<file path="config.mk">
export PLATFORM = sky130hd
export DESIGN_NAME = sanr_regs
export DESIGN_NICKNAME = d
export VERILOG_FILES = /design/src/hw/sanr_pkg.sv /design/src/hw/sanr_sync.sv /design/src/hw/sanr_regs.sv
export SDC_FILE = /design/constraint.sdc
export NUM_CORES = 1
export LEC_CHECK = 0
export BUFFER_PORTS_ARGS = -buffer_cell sky130_fd_sc_hd__buf_2
export CORE_MARGIN = 5
export CORE_UTILIZATION = 30
export CTS_CLUSTER_SIZE = 30
export DETAILED_ROUTE_END_ITERATION = 12
export GPL_TIMING_DRIVEN = 0
export SETUP_SLACK_MARGIN = 0.2
export SLEW_MARGIN = 20
export SYNTH_ARGS = -nofsm -noshare
export SYNTH_HDL_FRONTEND = slang
export SYNTH_HIERARCHICAL = 1
export SYNTH_SLANG_ARGS = --single-unit
</file>
<file path="constraint.sdc">
create_clock -name mclk -period 5.7 [get_ports mclk]
set_clock_uncertainty 0.05 [all_clocks]
set_input_delay 1.14 -clock mclk [delete_from_list [all_inputs] [get_ports mclk]]
set_output_delay 1.14 -clock mclk [all_outputs]
set_load 0.005 [all_outputs]
</file>
<file path="src/hw/sanr_pkg.sv">
// Package with offsets, bit positions, reset values and frame constants of the register group
package sanr_pkg;

	// ------------------------------------------------------------
	// Register addresses on the management bus
	// ------------------------------------------------------------
	localparam logic [4:0] ADDR_AUTONEG_EXPANSION         = 5'h06;
	localparam logic [4:0] ADDR_NEXT_PAGE_TRANSMIT        = 5'h07;
	localparam logic [4:0] ADDR_NEXT_PAGE_RECEIVE         = 5'h08;
	localparam logic [4:0] ADDR_EXTENDED_STATUS           = 5'h0f;
	localparam logic [4:0] ADDR_AUTONEG_INTERRUPT_CONTROL = 5'h10;

	// ------------------------------------------------------------
	// Field positions
	// ------------------------------------------------------------
	localparam int EXP_NP_ABLE_BIT   = 2;
	localparam int EXP_PAGE_RCVD_BIT = 1;
	localparam int NP_NEXT_BIT       = 15;
	localparam int NP_ACK_BIT        = 14;
	localparam int NP_MSG_BIT        = 13;
	localparam int NP_ACK2_BIT       = 12;
	localparam int NP_TOGGLE_BIT     = 11;
	localparam int NP_CODE_MSB       = 10;
	localparam int NP_CODE_W         = 11;
	localparam int IRQ_STATUS_BIT    = 1;
	localparam int IRQ_ENABLE_BIT    = 0;

	// ------------------------------------------------------------
	// Values after reset and fixed read values
	// ------------------------------------------------------------
	localparam logic                 RST_NP_NEXT      = 1'b0;
	localparam logic                 RST_NP_MSG       = 1'b1;
	localparam logic                 RST_NP_ACK2      = 1'b0;
	localparam logic                 RST_NP_TOGGLE    = 1'b0;
	localparam logic [NP_CODE_W-1:0] RST_NP_CODE      = 11'h001;
	localparam logic [15:0]          RST_NP_RECEIVE   = 16'h0000;
	localparam logic                 RST_PAGE_RCVD    = 1'b0;
	localparam logic                 RST_IRQ_ENABLE   = 1'b1;
	localparam logic                 RST_IRQ_STATUS   = 1'b0;
	localparam logic [15:0]          EXT_STATUS_VALUE = 16'h8000;
	localparam logic [15:0]          READ_ZERO        = 16'h0000;

	// ------------------------------------------------------------
	// Management frame layout
	// ------------------------------------------------------------
	localparam logic [1:0] MDIO_OP_WRITE = 2'b01;
	localparam logic [1:0] MDIO_OP_READ  = 2'b10;
	localparam logic [4:0] CNT_OP_LAST   = 5'h01;
	localparam logic [4:0] CNT_ADDR_LAST = 5'h09;
	localparam logic [4:0] CNT_DATA_LAST = 5'h0f;
	localparam logic [4:0] CNT_ZERO      = 5'h00;
	localparam logic [4:0] DEF_PHY_ADDR  = 5'h01;

	// ------------------------------------------------------------
	// Frame decoder states
	// ------------------------------------------------------------
	typedef enum logic [2:0] {
		SANR_IDLE,
		SANR_START,
		SANR_OP,
		SANR_ADDR,
		SANR_TA,
		SANR_DATA
	} sanr_state_t;

endpackage

</file>
<file path="src/hw/sanr_sync.sv">
// Two flip-flop synchroniser for pin inputs
`timescale 1ns/1ps

module sanr_sync #(
	parameter int WIDTH = 2
) (
	input  wire logic             mclk,
	input  wire logic             rst_n,
	input  wire logic [WIDTH-1:0] async_in,
	output logic      [WIDTH-1:0] sync_out
);

	logic [WIDTH-1:0] meta_ff;
	logic [WIDTH-1:0] sync_ff;

	// ------------------------------------------------------------
	// One pair of flops per bit
	// ------------------------------------------------------------
	genvar i;
	generate
		for (i = 0; i < WIDTH; i++)
		begin : g_bit
			always_ff @(posedge mclk or negedge rst_n)
			begin
				if (!rst_n)
				begin
					meta_ff[i] <= 1'b0;
					sync_ff[i] <= 1'b0;
				end
				else
				begin
					meta_ff[i] <= async_in[i];
					sync_ff[i] <= meta_ff[i];
				end
			end
		end
	endgenerate

	assign sync_out = sync_ff;

endmodule

</file>
<file path="src/hw/sanr_regs.sv">
// Management register group for auto-negotiation next page exchange and interrupt
`timescale 1ns/1ps

// What this block does
// - Expansion bit 2 always reads one
// - Page received bit sets, clears on read
// - Transmit next page flag writable, reset zero
// - Transmit code writable, message page selects, null
// - Transmit acknowledge 2 writable, reset zero
// - Transmit toggle read-only, inverts per page sent
// - Receive register read-only, resets to zero
// - Receive register loads the whole received word on page reception
// - Extended status bit 15 reads one
// - Extended status bits 14 to 12 read zero
// - Enabled interrupt sets on negotiation complete
// - Interrupt status stays until written zero
// - Disabled interrupt forces status to zero
// - Interrupt pin follows interrupt status bit
// - Interrupt enable writable, reset one
module sanr_regs #(
	parameter logic [4:0] PHY_ADDR = sanr_pkg::DEF_PHY_ADDR
) (
	input  wire logic        mclk,
	input  wire logic        rst_n,
	input  wire logic        mdc,
	input  wire logic        mdio_in,
	output logic             mdio_out,
	output logic             mdio_oe,
	input  wire logic        page_rx_strobe,
	input  wire logic [15:0] page_rx_word,
	input  wire logic        np_tx_sent,
	input  wire logic        an_cycle_done,
	output logic      [15:0] np_tx_page,
	output logic             negotiation_done_irq_out
);

	// ------------------------------------------------------------
	// Declarations
	// ------------------------------------------------------------
	logic                           mdc_s;
	logic                           mdio_s;
	logic                           mdc_prev_ff;
	logic                           mdc_rise;
	sanr_pkg::sanr_state_t          state_ff;
	logic [4:0]                     cnt_ff;
	logic [1:0]                     op_ff;
	logic [9:0]                     addr_ff;
	logic [4:0]                     reg_ff;
	logic                           pre_ff;
	logic                           rd_hit_ff;
	logic                           wr_hit_ff;
	logic [15:0]                    sh_in_ff;
	logic [15:0]                    sh_out_ff;
	logic                           mdio_out_ff;
	logic                           mdio_oe_ff;
	logic [9:0]                     addr_full;
	logic [4:0]                     cur_reg;
	logic                           phy_match;
	logic                           addr_done;
	logic                           rd_clear_fire;
	logic                           wr_fire;
	logic [15:0]                    wr_data;
	logic [15:0]                    rd_data;
	logic                           page_rcvd_ff;
	logic                           np_next_ff;
	logic                           np_msg_ff;
	logic                           np_ack2_ff;
	logic                           np_toggle_ff;
	logic [sanr_pkg::NP_CODE_W-1:0] np_code_ff;
	logic [15:0]                    np_rx_ff;
	logic                           irq_en_ff;
	logic                           irq_stat_ff;
	logic                           nxt_irq_en;
	logic                           nxt_irq_stat;
	logic                           wr_np_tx;
	logic                           wr_irq;

	// ------------------------------------------------------------
	// Pin synchronisation and clock edge detection
	// ------------------------------------------------------------
	sanr_sync #(
		.WIDTH (2)
	) u_sync (
		.mclk     (mclk),
		.rst_n    (rst_n),
		.async_in ({mdc, mdio_in}),
		.sync_out ({mdc_s, mdio_s})
	);

	always_ff @(posedge mclk or negedge rst_n)
	begin
		if (!rst_n)
			mdc_prev_ff <= 1'b0;
		else
			mdc_prev_ff <= mdc_s;
	end

	assign mdc_rise = mdc_s & ~mdc_prev_ff;

	// ------------------------------------------------------------
	// Frame decode helpers
	// ------------------------------------------------------------
	assign addr_full     = {addr_ff[8:0], mdio_s};
	assign cur_reg       = addr_full[4:0];
	assign phy_match     = (addr_full[9:5] == PHY_ADDR);
	assign addr_done     = mdc_rise && (state_ff == sanr_pkg::SANR_ADDR) && (cnt_ff == sanr_pkg::CNT_ADDR_LAST);
	assign rd_clear_fire = addr_done && phy_match && (op_ff == sanr_pkg::MDIO_OP_READ)
	                       && (cur_reg == sanr_pkg::ADDR_AUTONEG_EXPANSION);
	assign wr_fire       = mdc_rise && wr_hit_ff && (state_ff == sanr_pkg::SANR_DATA)
	                       && (cnt_ff == sanr_pkg::CNT_DATA_LAST);
	assign wr_data       = {sh_in_ff[14:0], mdio_s};
	assign wr_np_tx      = wr_fire && (reg_ff == sanr_pkg::ADDR_NEXT_PAGE_TRANSMIT);
	assign wr_irq        = wr_fire && (reg_ff == sanr_pkg::ADDR_AUTONEG_INTERRUPT_CONTROL);

	// ------------------------------------------------------------
	// Read data selection
	// ------------------------------------------------------------
	always_comb
	begin
		case (cur_reg)
			sanr_pkg::ADDR_AUTONEG_EXPANSION:
				rd_data = {13'h0000, 1'b1, page_rcvd_ff, 1'b0};
			sanr_pkg::ADDR_NEXT_PAGE_TRANSMIT:
				rd_data = np_tx_page;
			sanr_pkg::ADDR_NEXT_PAGE_RECEIVE:
				rd_data = np_rx_ff;
			sanr_pkg::ADDR_EXTENDED_STATUS:
				rd_data = sanr_pkg::EXT_STATUS_VALUE;
			sanr_pkg::ADDR_AUTONEG_INTERRUPT_CONTROL:
				rd_data = {14'h0000, irq_stat_ff, irq_en_ff};
			default:
				rd_data = sanr_pkg::READ_ZERO;
		endcase
	end

	// ------------------------------------------------------------
	// Management frame state machine
	// ------------------------------------------------------------
	always_ff @(posedge mclk or negedge rst_n)
	begin
		if (!rst_n)
		begin
			state_ff    <= sanr_pkg::SANR_IDLE;
			cnt_ff      <= sanr_pkg::CNT_ZERO;
			op_ff       <= 2'h0;
			addr_ff     <= 10'h000;
			reg_ff      <= 5'h00;
			pre_ff      <= 1'b0;
			rd_hit_ff   <= 1'b0;
			wr_hit_ff   <= 1'b0;
			sh_in_ff    <= 16'h0000;
			sh_out_ff   <= 16'h0000;
			mdio_out_ff <= 1'b0;
			mdio_oe_ff  <= 1'b0;
		end
		else if (mdc_rise)
		begin
			case (state_ff)
				sanr_pkg::SANR_IDLE:
				begin
					if (mdio_s)
						pre_ff <= 1'b1;
					else if (pre_ff)
					begin
						pre_ff   <= 1'b0;
						state_ff <= sanr_pkg::SANR_START;
					end
				end
				sanr_pkg::SANR_START:
				begin
					cnt_ff   <= sanr_pkg::CNT_ZERO;
					pre_ff   <= mdio_s;
					state_ff <= mdio_s ? sanr_pkg::SANR_OP : sanr_pkg::SANR_IDLE;
				end
				sanr_pkg::SANR_OP:
				begin
					op_ff <= {op_ff[0], mdio_s};
					if (cnt_ff == sanr_pkg::CNT_OP_LAST)
					begin
						cnt_ff   <= sanr_pkg::CNT_ZERO;
						state_ff <= sanr_pkg::SANR_ADDR;
					end
					else
						cnt_ff <= cnt_ff + 5'h01;
				end
				sanr_pkg::SANR_ADDR:
				begin
					addr_ff <= addr_full;
					if (cnt_ff == sanr_pkg::CNT_ADDR_LAST)
					begin
						cnt_ff    <= sanr_pkg::CNT_ZERO;
						state_ff  <= sanr_pkg::SANR_TA;
						reg_ff    <= cur_reg;
						rd_hit_ff <= phy_match && (op_ff == sanr_pkg::MDIO_OP_READ);
						wr_hit_ff <= phy_match && (op_ff == sanr_pkg::MDIO_OP_WRITE);
						sh_out_ff <= rd_data;
					end
					else
						cnt_ff <= cnt_ff + 5'h01;
				end
				sanr_pkg::SANR_TA:
				begin
					if (cnt_ff == sanr_pkg::CNT_ZERO)
					begin
						cnt_ff <= 5'h01;
						if (rd_hit_ff)
						begin
							mdio_oe_ff  <= 1'b1;
							mdio_out_ff <= 1'b0;
						end
					end
					else
					begin
						cnt_ff   <= sanr_pkg::CNT_ZERO;
						state_ff <= sanr_pkg::SANR_DATA;
						if (rd_hit_ff)
						begin
							mdio_out_ff <= sh_out_ff[15];
							sh_out_ff   <= {sh_out_ff[14:0], 1'b0};
						end
					end
				end
				sanr_pkg::SANR_DATA:
				begin
					sh_in_ff <= wr_data;
					if (rd_hit_ff)
					begin
						mdio_out_ff <= sh_out_ff[15];
						sh_out_ff   <= {sh_out_ff[14:0], 1'b0};
					end
					if (cnt_ff == sanr_pkg::CNT_DATA_LAST)
					begin
						cnt_ff      <= sanr_pkg::CNT_ZERO;
						state_ff    <= sanr_pkg::SANR_IDLE;
						pre_ff      <= 1'b0;
						rd_hit_ff   <= 1'b0;
						wr_hit_ff   <= 1'b0;
						mdio_oe_ff  <= 1'b0;
						mdio_out_ff <= 1'b0;
					end
					else
						cnt_ff <= cnt_ff + 5'h01;
				end
				default:
				begin
					state_ff   <= sanr_pkg::SANR_IDLE;
					mdio_oe_ff <= 1'b0;
				end
			endcase
		end
	end

	assign mdio_out = mdio_out_ff;
	assign mdio_oe  = mdio_oe_ff;

	// ------------------------------------------------------------
	// Page received flag, arrival wins over read clear
	// ------------------------------------------------------------
	always_ff @(posedge mclk or negedge rst_n)
	begin
		if (!rst_n)
			page_rcvd_ff <= sanr_pkg::RST_PAGE_RCVD;
		else if (page_rx_strobe)
			page_rcvd_ff <= 1'b1;
		else if (rd_clear_fire)
			page_rcvd_ff <= 1'b0;
	end

	// ------------------------------------------------------------
	// Next page transmit register
	// ------------------------------------------------------------
	always_ff @(posedge mclk or negedge rst_n)
	begin
		if (!rst_n)
		begin
			np_next_ff <= sanr_pkg::RST_NP_NEXT;
			np_msg_ff  <= sanr_pkg::RST_NP_MSG;
			np_ack2_ff <= sanr_pkg::RST_NP_ACK2;
			np_code_ff <= sanr_pkg::RST_NP_CODE;
		end
		else if (wr_np_tx)
		begin
			np_next_ff <= wr_data[sanr_pkg::NP_NEXT_BIT];
			np_msg_ff  <= wr_data[sanr_pkg::NP_MSG_BIT];
			np_ack2_ff <= wr_data[sanr_pkg::NP_ACK2_BIT];
			np_code_ff <= wr_data[sanr_pkg::NP_CODE_MSB:0];
		end
	end

	// Toggle flips once per next page handed out on the link
	always_ff @(posedge mclk or negedge rst_n)
	begin
		if (!rst_n)
			np_toggle_ff <= sanr_pkg::RST_NP_TOGGLE;
		else if (np_tx_sent)
			np_toggle_ff <= ~np_toggle_ff;
	end

	assign np_tx_page = {np_next_ff, 1'b0, np_msg_ff, np_ack2_ff, np_toggle_ff, np_code_ff};

	// ------------------------------------------------------------
	// Next page receive register, loaded only by the negotiation engine
	// ------------------------------------------------------------
	always_ff @(posedge mclk or negedge rst_n)
	begin
		if (!rst_n)
			np_rx_ff <= sanr_pkg::RST_NP_RECEIVE;
		else if (page_rx_strobe)
			np_rx_ff <= page_rx_word;
	end

	// ------------------------------------------------------------
	// Interrupt control
	// ------------------------------------------------------------
	always_comb
	begin
		nxt_irq_en   = wr_irq ? wr_data[sanr_pkg::IRQ_ENABLE_BIT] : irq_en_ff;
		nxt_irq_stat = irq_stat_ff;
		if (!nxt_irq_en)
			nxt_irq_stat = 1'b0;
		else if (an_cycle_done)
			nxt_irq_stat = 1'b1;
		else if (wr_irq && !wr_data[sanr_pkg::IRQ_STATUS_BIT])
			nxt_irq_stat = 1'b0;
	end

	always_ff @(posedge mclk or negedge rst_n)
	begin
		if (!rst_n)
		begin
			irq_en_ff   <= sanr_pkg::RST_IRQ_ENABLE;
			irq_stat_ff <= sanr_pkg::RST_IRQ_STATUS;
		end
		else
		begin
			irq_en_ff   <= nxt_irq_en;
			irq_stat_ff <= nxt_irq_stat;
		end
	end

	assign negotiation_done_irq_out = irq_stat_ff;

endmodule

</file>
==> impl_results.md, run 1 <==
* FF-to-FF setup slack at 3110 ps
* Cell taking the most area after synthesis: dfrtp_1
* Simple-Gate Fraction of Synth Area at 11.8%
* Hold Fails Final Rpt at 0
* Synth Register Bits at 99
* Library cells used by synthesis at 57
* TritonCTS clock tree: done
* Slew @ Worst Pin at 759 ps
* IO Count at 42
* Worst EP arrival at 2830 ps
* Total grt overflow at 0
* Starting Density at 30.2%
* Yosys top cell area share at 52.8%
* Cell area after layout at 0.00532 sq mm
* Crit start category: register
* Tcrit/Tclk final at 45.4%
* Clk_lat worst skew at 350 ps
* Area after DPL at 0.00501 sq mm
* Max Cap Violations at 0
* Total GRT Usage at 12.0%
* DRT Pass-1 Iters at 4
* Power Total at 2.11 mW
* Dpl hpwl at 7190 um
* Die area at 0.0177 sq mm
* Core Region at 0.0150 sq mm
* Largest family of logic cells by synthesized area: multiplexers
* FF-to-FF Start: cnt_ff[0]
* Port Buffers at 39
* Largest net degree at the start of global routing at 82
* Synth Area in Compound Gates at 12.1%
* Yosys warnings at 6
* Initial antenna violation count at 0
* Hold Path Stages at 0
* Register-to-Register Path Depth at 7
* Hold path start: u_sync/meta_ff[1]
* Combinational Power Share at 25.5%
* Clk pwr share at 29.8%
* Register clock-pin slew on the reported worst setup and hold paths at 70 ps
* Htree depth at 3
* Synth top area cells: dfrtp_1, mux2_2, a21oi_1, a22oi_1, a2bb2oi_1
* Crit-path most repeated cell: ha_1
* EDFF count, synth at 0
* Fin util at 35.4%
* Worst vdd rail ir drop at 0.155 mV
* Antenna viol nets, final at 0
* Post-Syn Nets at 408
* Crit path time final at 2590 ps
* Multi-input logic area at 0.00188 sq mm
* Max stage delay on crit path at 660 ps
* Pwr Density at 396 mW/mm^2
* Post-cts repair resize count at 0
* Slew margin rel. at 49.2%
* Setup Buffers After CTS at 0
* Cell Count, Final, Fillers Out at 624
* Slowest-stage cell, CP: nor4bb_1
* Post-Route WL at 10,100 um
* Cells after synthesis at 380
* F_max at 0.386 GHz
* Post-synthesis mux area share at 15.6%
* Worst path top cell family by delay: simple AND/OR/NAND/NOR gates
* Initial drt markers at 138
* Int Pwr at 1.43 mW
* Crit path kind: register to register
* Status: complete, no violations
* N_diodes at 0
* Placed instance count at 608
* Worst Hold End: u_sync/sync_out[1]
* Mapped Area at 0.00455 sq mm
* Endpoints failing setup at 0
* GP Congestion at 0.840
* FFs w/ async S/R, synth at 100%
* Vias in the first global route at 3,255
* Hold WC Path Type: register to register
* First-pass GRT wire length at 17,200 um
* CP endpoint kind: register
* Root Buffer Master: clkbuf_16
* CP required at 5940 ps
* Post-route setup slack at 3110 ps
* Synth Area in XOR/XNOR at 0.385%
* Site Rows at 45
* Dominant cell by count in the synthesized netlist: dfrtp_1
* CTS sink cnt at 99
* Top cells by count, synth: dfrtp_1, mux2_2, nand2_1
* Layout area overhead at 16.9%
* Flop pwr share at 44.7%
* Switch share at 31.9%
* Seq/Total Area, Yosys at 54.6%
* Die width at 133 um
* Via/cell ratio at 5.08
* RSZ-0062 raised after global routing: false
* Hold-fix buffer count after cts at 0
* Post-layout net count at 459
* Layout fillers at 1,441
* Proportion of layout cells with a drive suffix above 1 at 33.0%
* Leak at 2.37 nW
* Setup TNS at 0 ps
* DRC viols at 0
* Buffer depth of the longest clock path at 2
* Crit path max fanout at 6
* Total number of vias at 3,169
* Net Switching at 0.671 mW
* Sequential Area at 0.00248 sq mm
* Routed wire per std cell at 16.1 um
* WP buf/inv at 0
* Post-place setup slack at 3100 ps
* WHS at 301 ps
* R2R Path End: cnt_ff[2]
* Avg Cell Area, Syn at 12.0 sq um
* Ys flop type: dfrtp_1
* Area share of fa/ha/maj cells after synthesis at 1.38%
* Fin. max-slew vios at 0
* Inserted Clock Buffers at 9
* Die H at 133 um
* Crit path cell chain: ha_1 > and3_1 > ha_1 > nor4bb_1 > nor2b_1 > nor4b_1 > a21o_1
sequential cells by signal, indices dropped and copies added (netlist names), 2 cells and up:
| signal | count |
|---|---|
| sh_out_ff | 16 |
| np_code_ff | 11 |
| op_ff | 2 |
| u_sync/meta_ff | 2 |
| state_ff | 3 |
| cnt_ff | 5 |
| reg_ff | 5 |
| addr_ff | 9 |
| sh_in_ff | 15 |
| u_sync/sync_out | 2 |
| np_rx_ff | 16 |
power groups by stage:
stage	combinational [mW]	sequential [mW]	clock, mW
2_1_floorplan	0.412	0.923	0
3_3_place_gp	0.513	0.945	0
3_5_place_dp	0.533	0.951	0
4_1_cts	0.538	0.941	0.644
5_1_grt	0.604	0.962	0.676
6_report	0.536	0.941	0.628
how the worst max path moves through the flow:
stage | start | endpoint | slack, ps | cells after the start
after floorplan | page_rx_strobe | np_rx_ff[10] | 3410 | 3
after global placement | rst_n | addr_ff[4] | 2460 | 1
after detailed placement | page_rx_strobe | np_rx_ff[9] | 3100 | 3
after CTS | cnt_ff[0] | cnt_ff[2] | 3140 | 7
after global routing | cnt_ff[0] | cnt_ff[2] | 2950 | 7
final | cnt_ff[0] | cnt_ff[2] | 3110 | 7
area by class of cell:
| cell class | instances | share of cell area [%] |
|---|---|---|
| clock inverter | 7 | 1.51 |
| buffer | 28 | 3.01 |
| tap | 188 | 4.42 |
| timing repair buffer | 40 | 4.31 |
| multi-input combinational | 246 | 35.3 |
| sequential | 99 | 46.7 |
| clock buffer | 9 | 4.24 |
| inverter | 7 | 0.494 |
per-layer routing:
| metal | vias to the layer above | share of wire, % | GRT usage (%) |
|---|---|---|---|
| met5 | - | 0 | 0 |
| met4 | 0 | 1.9 | 5.43 |
| met3 | 15 | 2.5 | 1.81 |
| met2 | 56 | 48 | 18.9 |
| met1 | 1623 | 47 | 16.3 |
| li1 | 1475 | - | - |
kinds of logic after synthesis:
family,Yosys count
DFF,99
AOI/OAI and AO/OA,80
and+or+nand+nor,95
xor gates and xnor gates,2
muxes,63
buffers and inverters,35
adders and majority gates,5
other,1
placed cells by master, fill, tap and decap left out, drive strengths merged, types with 2 or more instances in the layout:
| cell type | n |
|---|---|
| nor2b | 5 |
| a21o | 2 |
| o41ai | 2 |
| xor2 | 2 |
| dfrtp | 96 |
| ha | 5 |
| a22o | 2 |
| a221o | 2 |
| nand3 | 5 |
| nand2b | 9 |
| dfstp | 3 |
| or4b | 3 |
| buf | 57 |
| a2bb2oi | 11 |
| o21ai | 13 |
| nor3 | 5 |
| o211ai | 2 |
| a21oi | 20 |
| a31oi | 3 |
| and3 | 2 |
| or3 | 2 |
| nand2 | 24 |
| or4 | 3 |
| o22a | 2 |
| nor2 | 21 |
| clkbuf | 20 |
| inv | 11 |
| mux2 | 62 |
| a22oi | 13 |
| nor4 | 7 |
| o31ai | 2 |
Power figures use the tool's default switching activity.
==> run 2, diff against run 1 <==
clock period = 2.3 ns   (was 5.7 ns; I/O delays follow)
==> impl_results.md, run 2 (same netlist as run 1, synthesis figures left out) <==
* Worst EP arrival at 2380 ps (-450 ps)
* Die H at 133 um (unchanged)
* Crit path cell chain: inv_2 > ha_1 > or4b_4 > or3_4 > and3_4 > buf_6 > buf_8 > o22a_1
* Slowest-stage cell, CP: or4b_4
* Register clock-pin slew on the reported worst setup and hold paths at 70 ps (about the same)
* Starting Density at 30.2% (unchanged)
* N_diodes at 0 (unchanged)
* Initial antenna violation count at 0 (unchanged)
* Multi-input logic area at 0.00205 sq mm (+9.1%)
* WP buf/inv at 3 (+3)
* Tcrit/Tclk final at 95.6% (+50 points)
* Post-Route WL at 10,200 um (+1.7%)
* Via/cell ratio at 5.07 (-0.17%)
* Inserted Clock Buffers at 9 (unchanged)
* Dpl hpwl at 7080 um (-1.5%)
* Cell Count, Final, Fillers Out at 642 (+2.9%)
* Pwr Density at 980 mW/mm^2 (+150%)
* IO Count at 42 (unchanged)
* Most frequent cells in the layout: dfrtp_1, mux2_2, buf_2
* DRC viols at 0 (unchanged)
* Regs by FF count: np_rx_ff x16, sh_out_ff x16, sh_in_ff x15
* Fin. max-slew vios at 0 (unchanged)
* Total GRT Usage at 12.0% (about the same)
* Total grt overflow at 0 (unchanged)
* Crit path max fanout at 10 (+4)
* Antenna viol nets, final at 0 (unchanged)
* CP endpoint kind: register
* Leak at 2.49 nW (+4.8%)
* Core Region at 0.0150 sq mm (unchanged)
* Htree depth at 3 (unchanged)
* Cell area after layout at 0.00565 sq mm (+6.2%)
* Crit path kind: register to register
* Slew @ Worst Pin at 656 ps (-103 ps)
* Hold Fails Final Rpt at 0 (unchanged)
* TritonCTS clock tree: done
* Most common cell after layout, fill and taps aside: dfrtp_1
* F_max at 0.455 GHz (+18%)
* Crit path time final at 2200 ps (-391 ps)
* Worst vdd rail ir drop at 0.350 mV (+130%)
* CTS sink cnt at 99 (unchanged)
* Initial drt markers at 136 (-1.4%)
* Endpoints failing setup at 0 (unchanged)
* DRT Pass-1 Iters at 4 (unchanged)
* Power Total at 5.53 mW (+160%)
* Placed instance count at 608 (unchanged)
* First-pass GRT wire length at 17,400 um (+1.3%)
* Total number of vias at 3,255 (+2.7%)
* Proportion of layout cells with a drive suffix above 1 at 42.3% (+9.3 points)
* Site Rows at 45 (unchanged)
* Max stage delay on crit path at 480 ps (-180 ps)
* Clk_lat worst skew at 340 ps (about the same)
* Die width at 133 um (unchanged)
* Hold WC Path Type: input port to register
* RSZ-0062 raised after global routing: true
* Max Cap Violations at 0 (unchanged)
* Sequential Area at 0.00248 sq mm (+0.10%)
* Worst path top cell family by delay: simple AND/OR/NAND/NOR gates
* GP Congestion at 0.849 (+1.2%)
* Routed wire per std cell at 16.0 um (-1.1%)
* Largest net degree at the start of global routing at 80 (-2.4%)
* Die area at 0.0177 sq mm (unchanged)
* Port Buffers at 39 (unchanged)
* Slew margin rel. at 56.3% (+7.1 points)
* Layout fillers at 1,389 (-3.6%)
* Post-layout net count at 477 (+3.9%)
* Layout area overhead at 24.2%
* CP required at 2480 ps (-3460 ps)
* Buffer depth of the longest clock path at 2 (unchanged)
* Status: complete, no violations
* Crit start category: register
* Vias in the first global route at 3,414 (+4.9%)
* Area after DPL at 0.00501 sq mm (unchanged)
* Root Buffer Master: clkbuf_16
-- run 2: layout make-up --
class	count	area share [%]
Sequential cell	99	44.0
Inverter	7	0.465
Tap cell	188	4.16
Multi-Input combinational cell	246	36.3
Timing Repair Buffer	58	6.49
Buffer	28	3.21
Clock inverter	7	1.42
Clock buffer	9	3.99
-- run 2: path summary, 6_finish.rpt --
path	slack, ps	end	from	cells after the start
worst max-delay path	100	sh_out_ff[15]	cnt_ff[1]	8
worst min-delay path	170	u_sync/meta_ff[0]	mdio_in	1
worst max register to register	100	sh_out_ff[15]	cnt_ff[1]	8
worst min register to register	300	u_sync/sync_out[1]	u_sync/meta_ff[1]	0
max in group asynchronous	1070	np_code_ff[0]	rst_n	3
min in group asynchronous	470	np_toggle_ff	rst_n	2
-- run 2: what timing repair did --
| action | 4_1_cts | 5_1_grt |
|---|---|---|
| pin swaps | 7 | 3 |
| endpoints found under the hold margin | 19 | 0 |
| endpoints found under the setup margin | 51 | 48 |
| gates resized for setup | 31 | 21 |
| hold buffers | 1 | 0 |
| setup buffers | 10 | 6 |
| gates cloned | 1 | 0 |
-- run 2: power by group --
| part | switching [mW] | leakage (nW) | internal, mW |
|---|---|---|---|
| sequential | 0.277 | 1.26 | 2.08 |
| combinational | 0.827 | 1.08 | 0.799 |
| clock | 0.687 | 0.149 | 0.861 |
-- run 2: worst register-to-register path: cells and delay by family (launching register included) --
kind | cells | cell delay (ps)
flops | 1 | 410
compound gates | 1 | 190
buf+inv | 3 | 330
simple gates | 3 | 980
fa+ha+maj | 1 | 140
-- run 2: per-stage QoR --
stage,TNS [ps],hold slack [ps],setup slack [ps],util [%]
global placement,-26670,286,-262,33.1
detailed placement,-2610,269,-285,33.3
floorplan,0,114,170,-
global route,0,159,24.6,37.6
finish,0,167,102,37.6
CTS,0,157,108,36.7
-- run 2: layer usage --
metal / part of all wire, % / GRT usage [%] / wire (um)
met1: 47 / 16.4 / 4780
met2: 49 / 18.9 / 4990
met3: 2.4 / 1.77 / 244
met4: 2.2 / 5.31 / 223
met5: 0 / 0 / 0
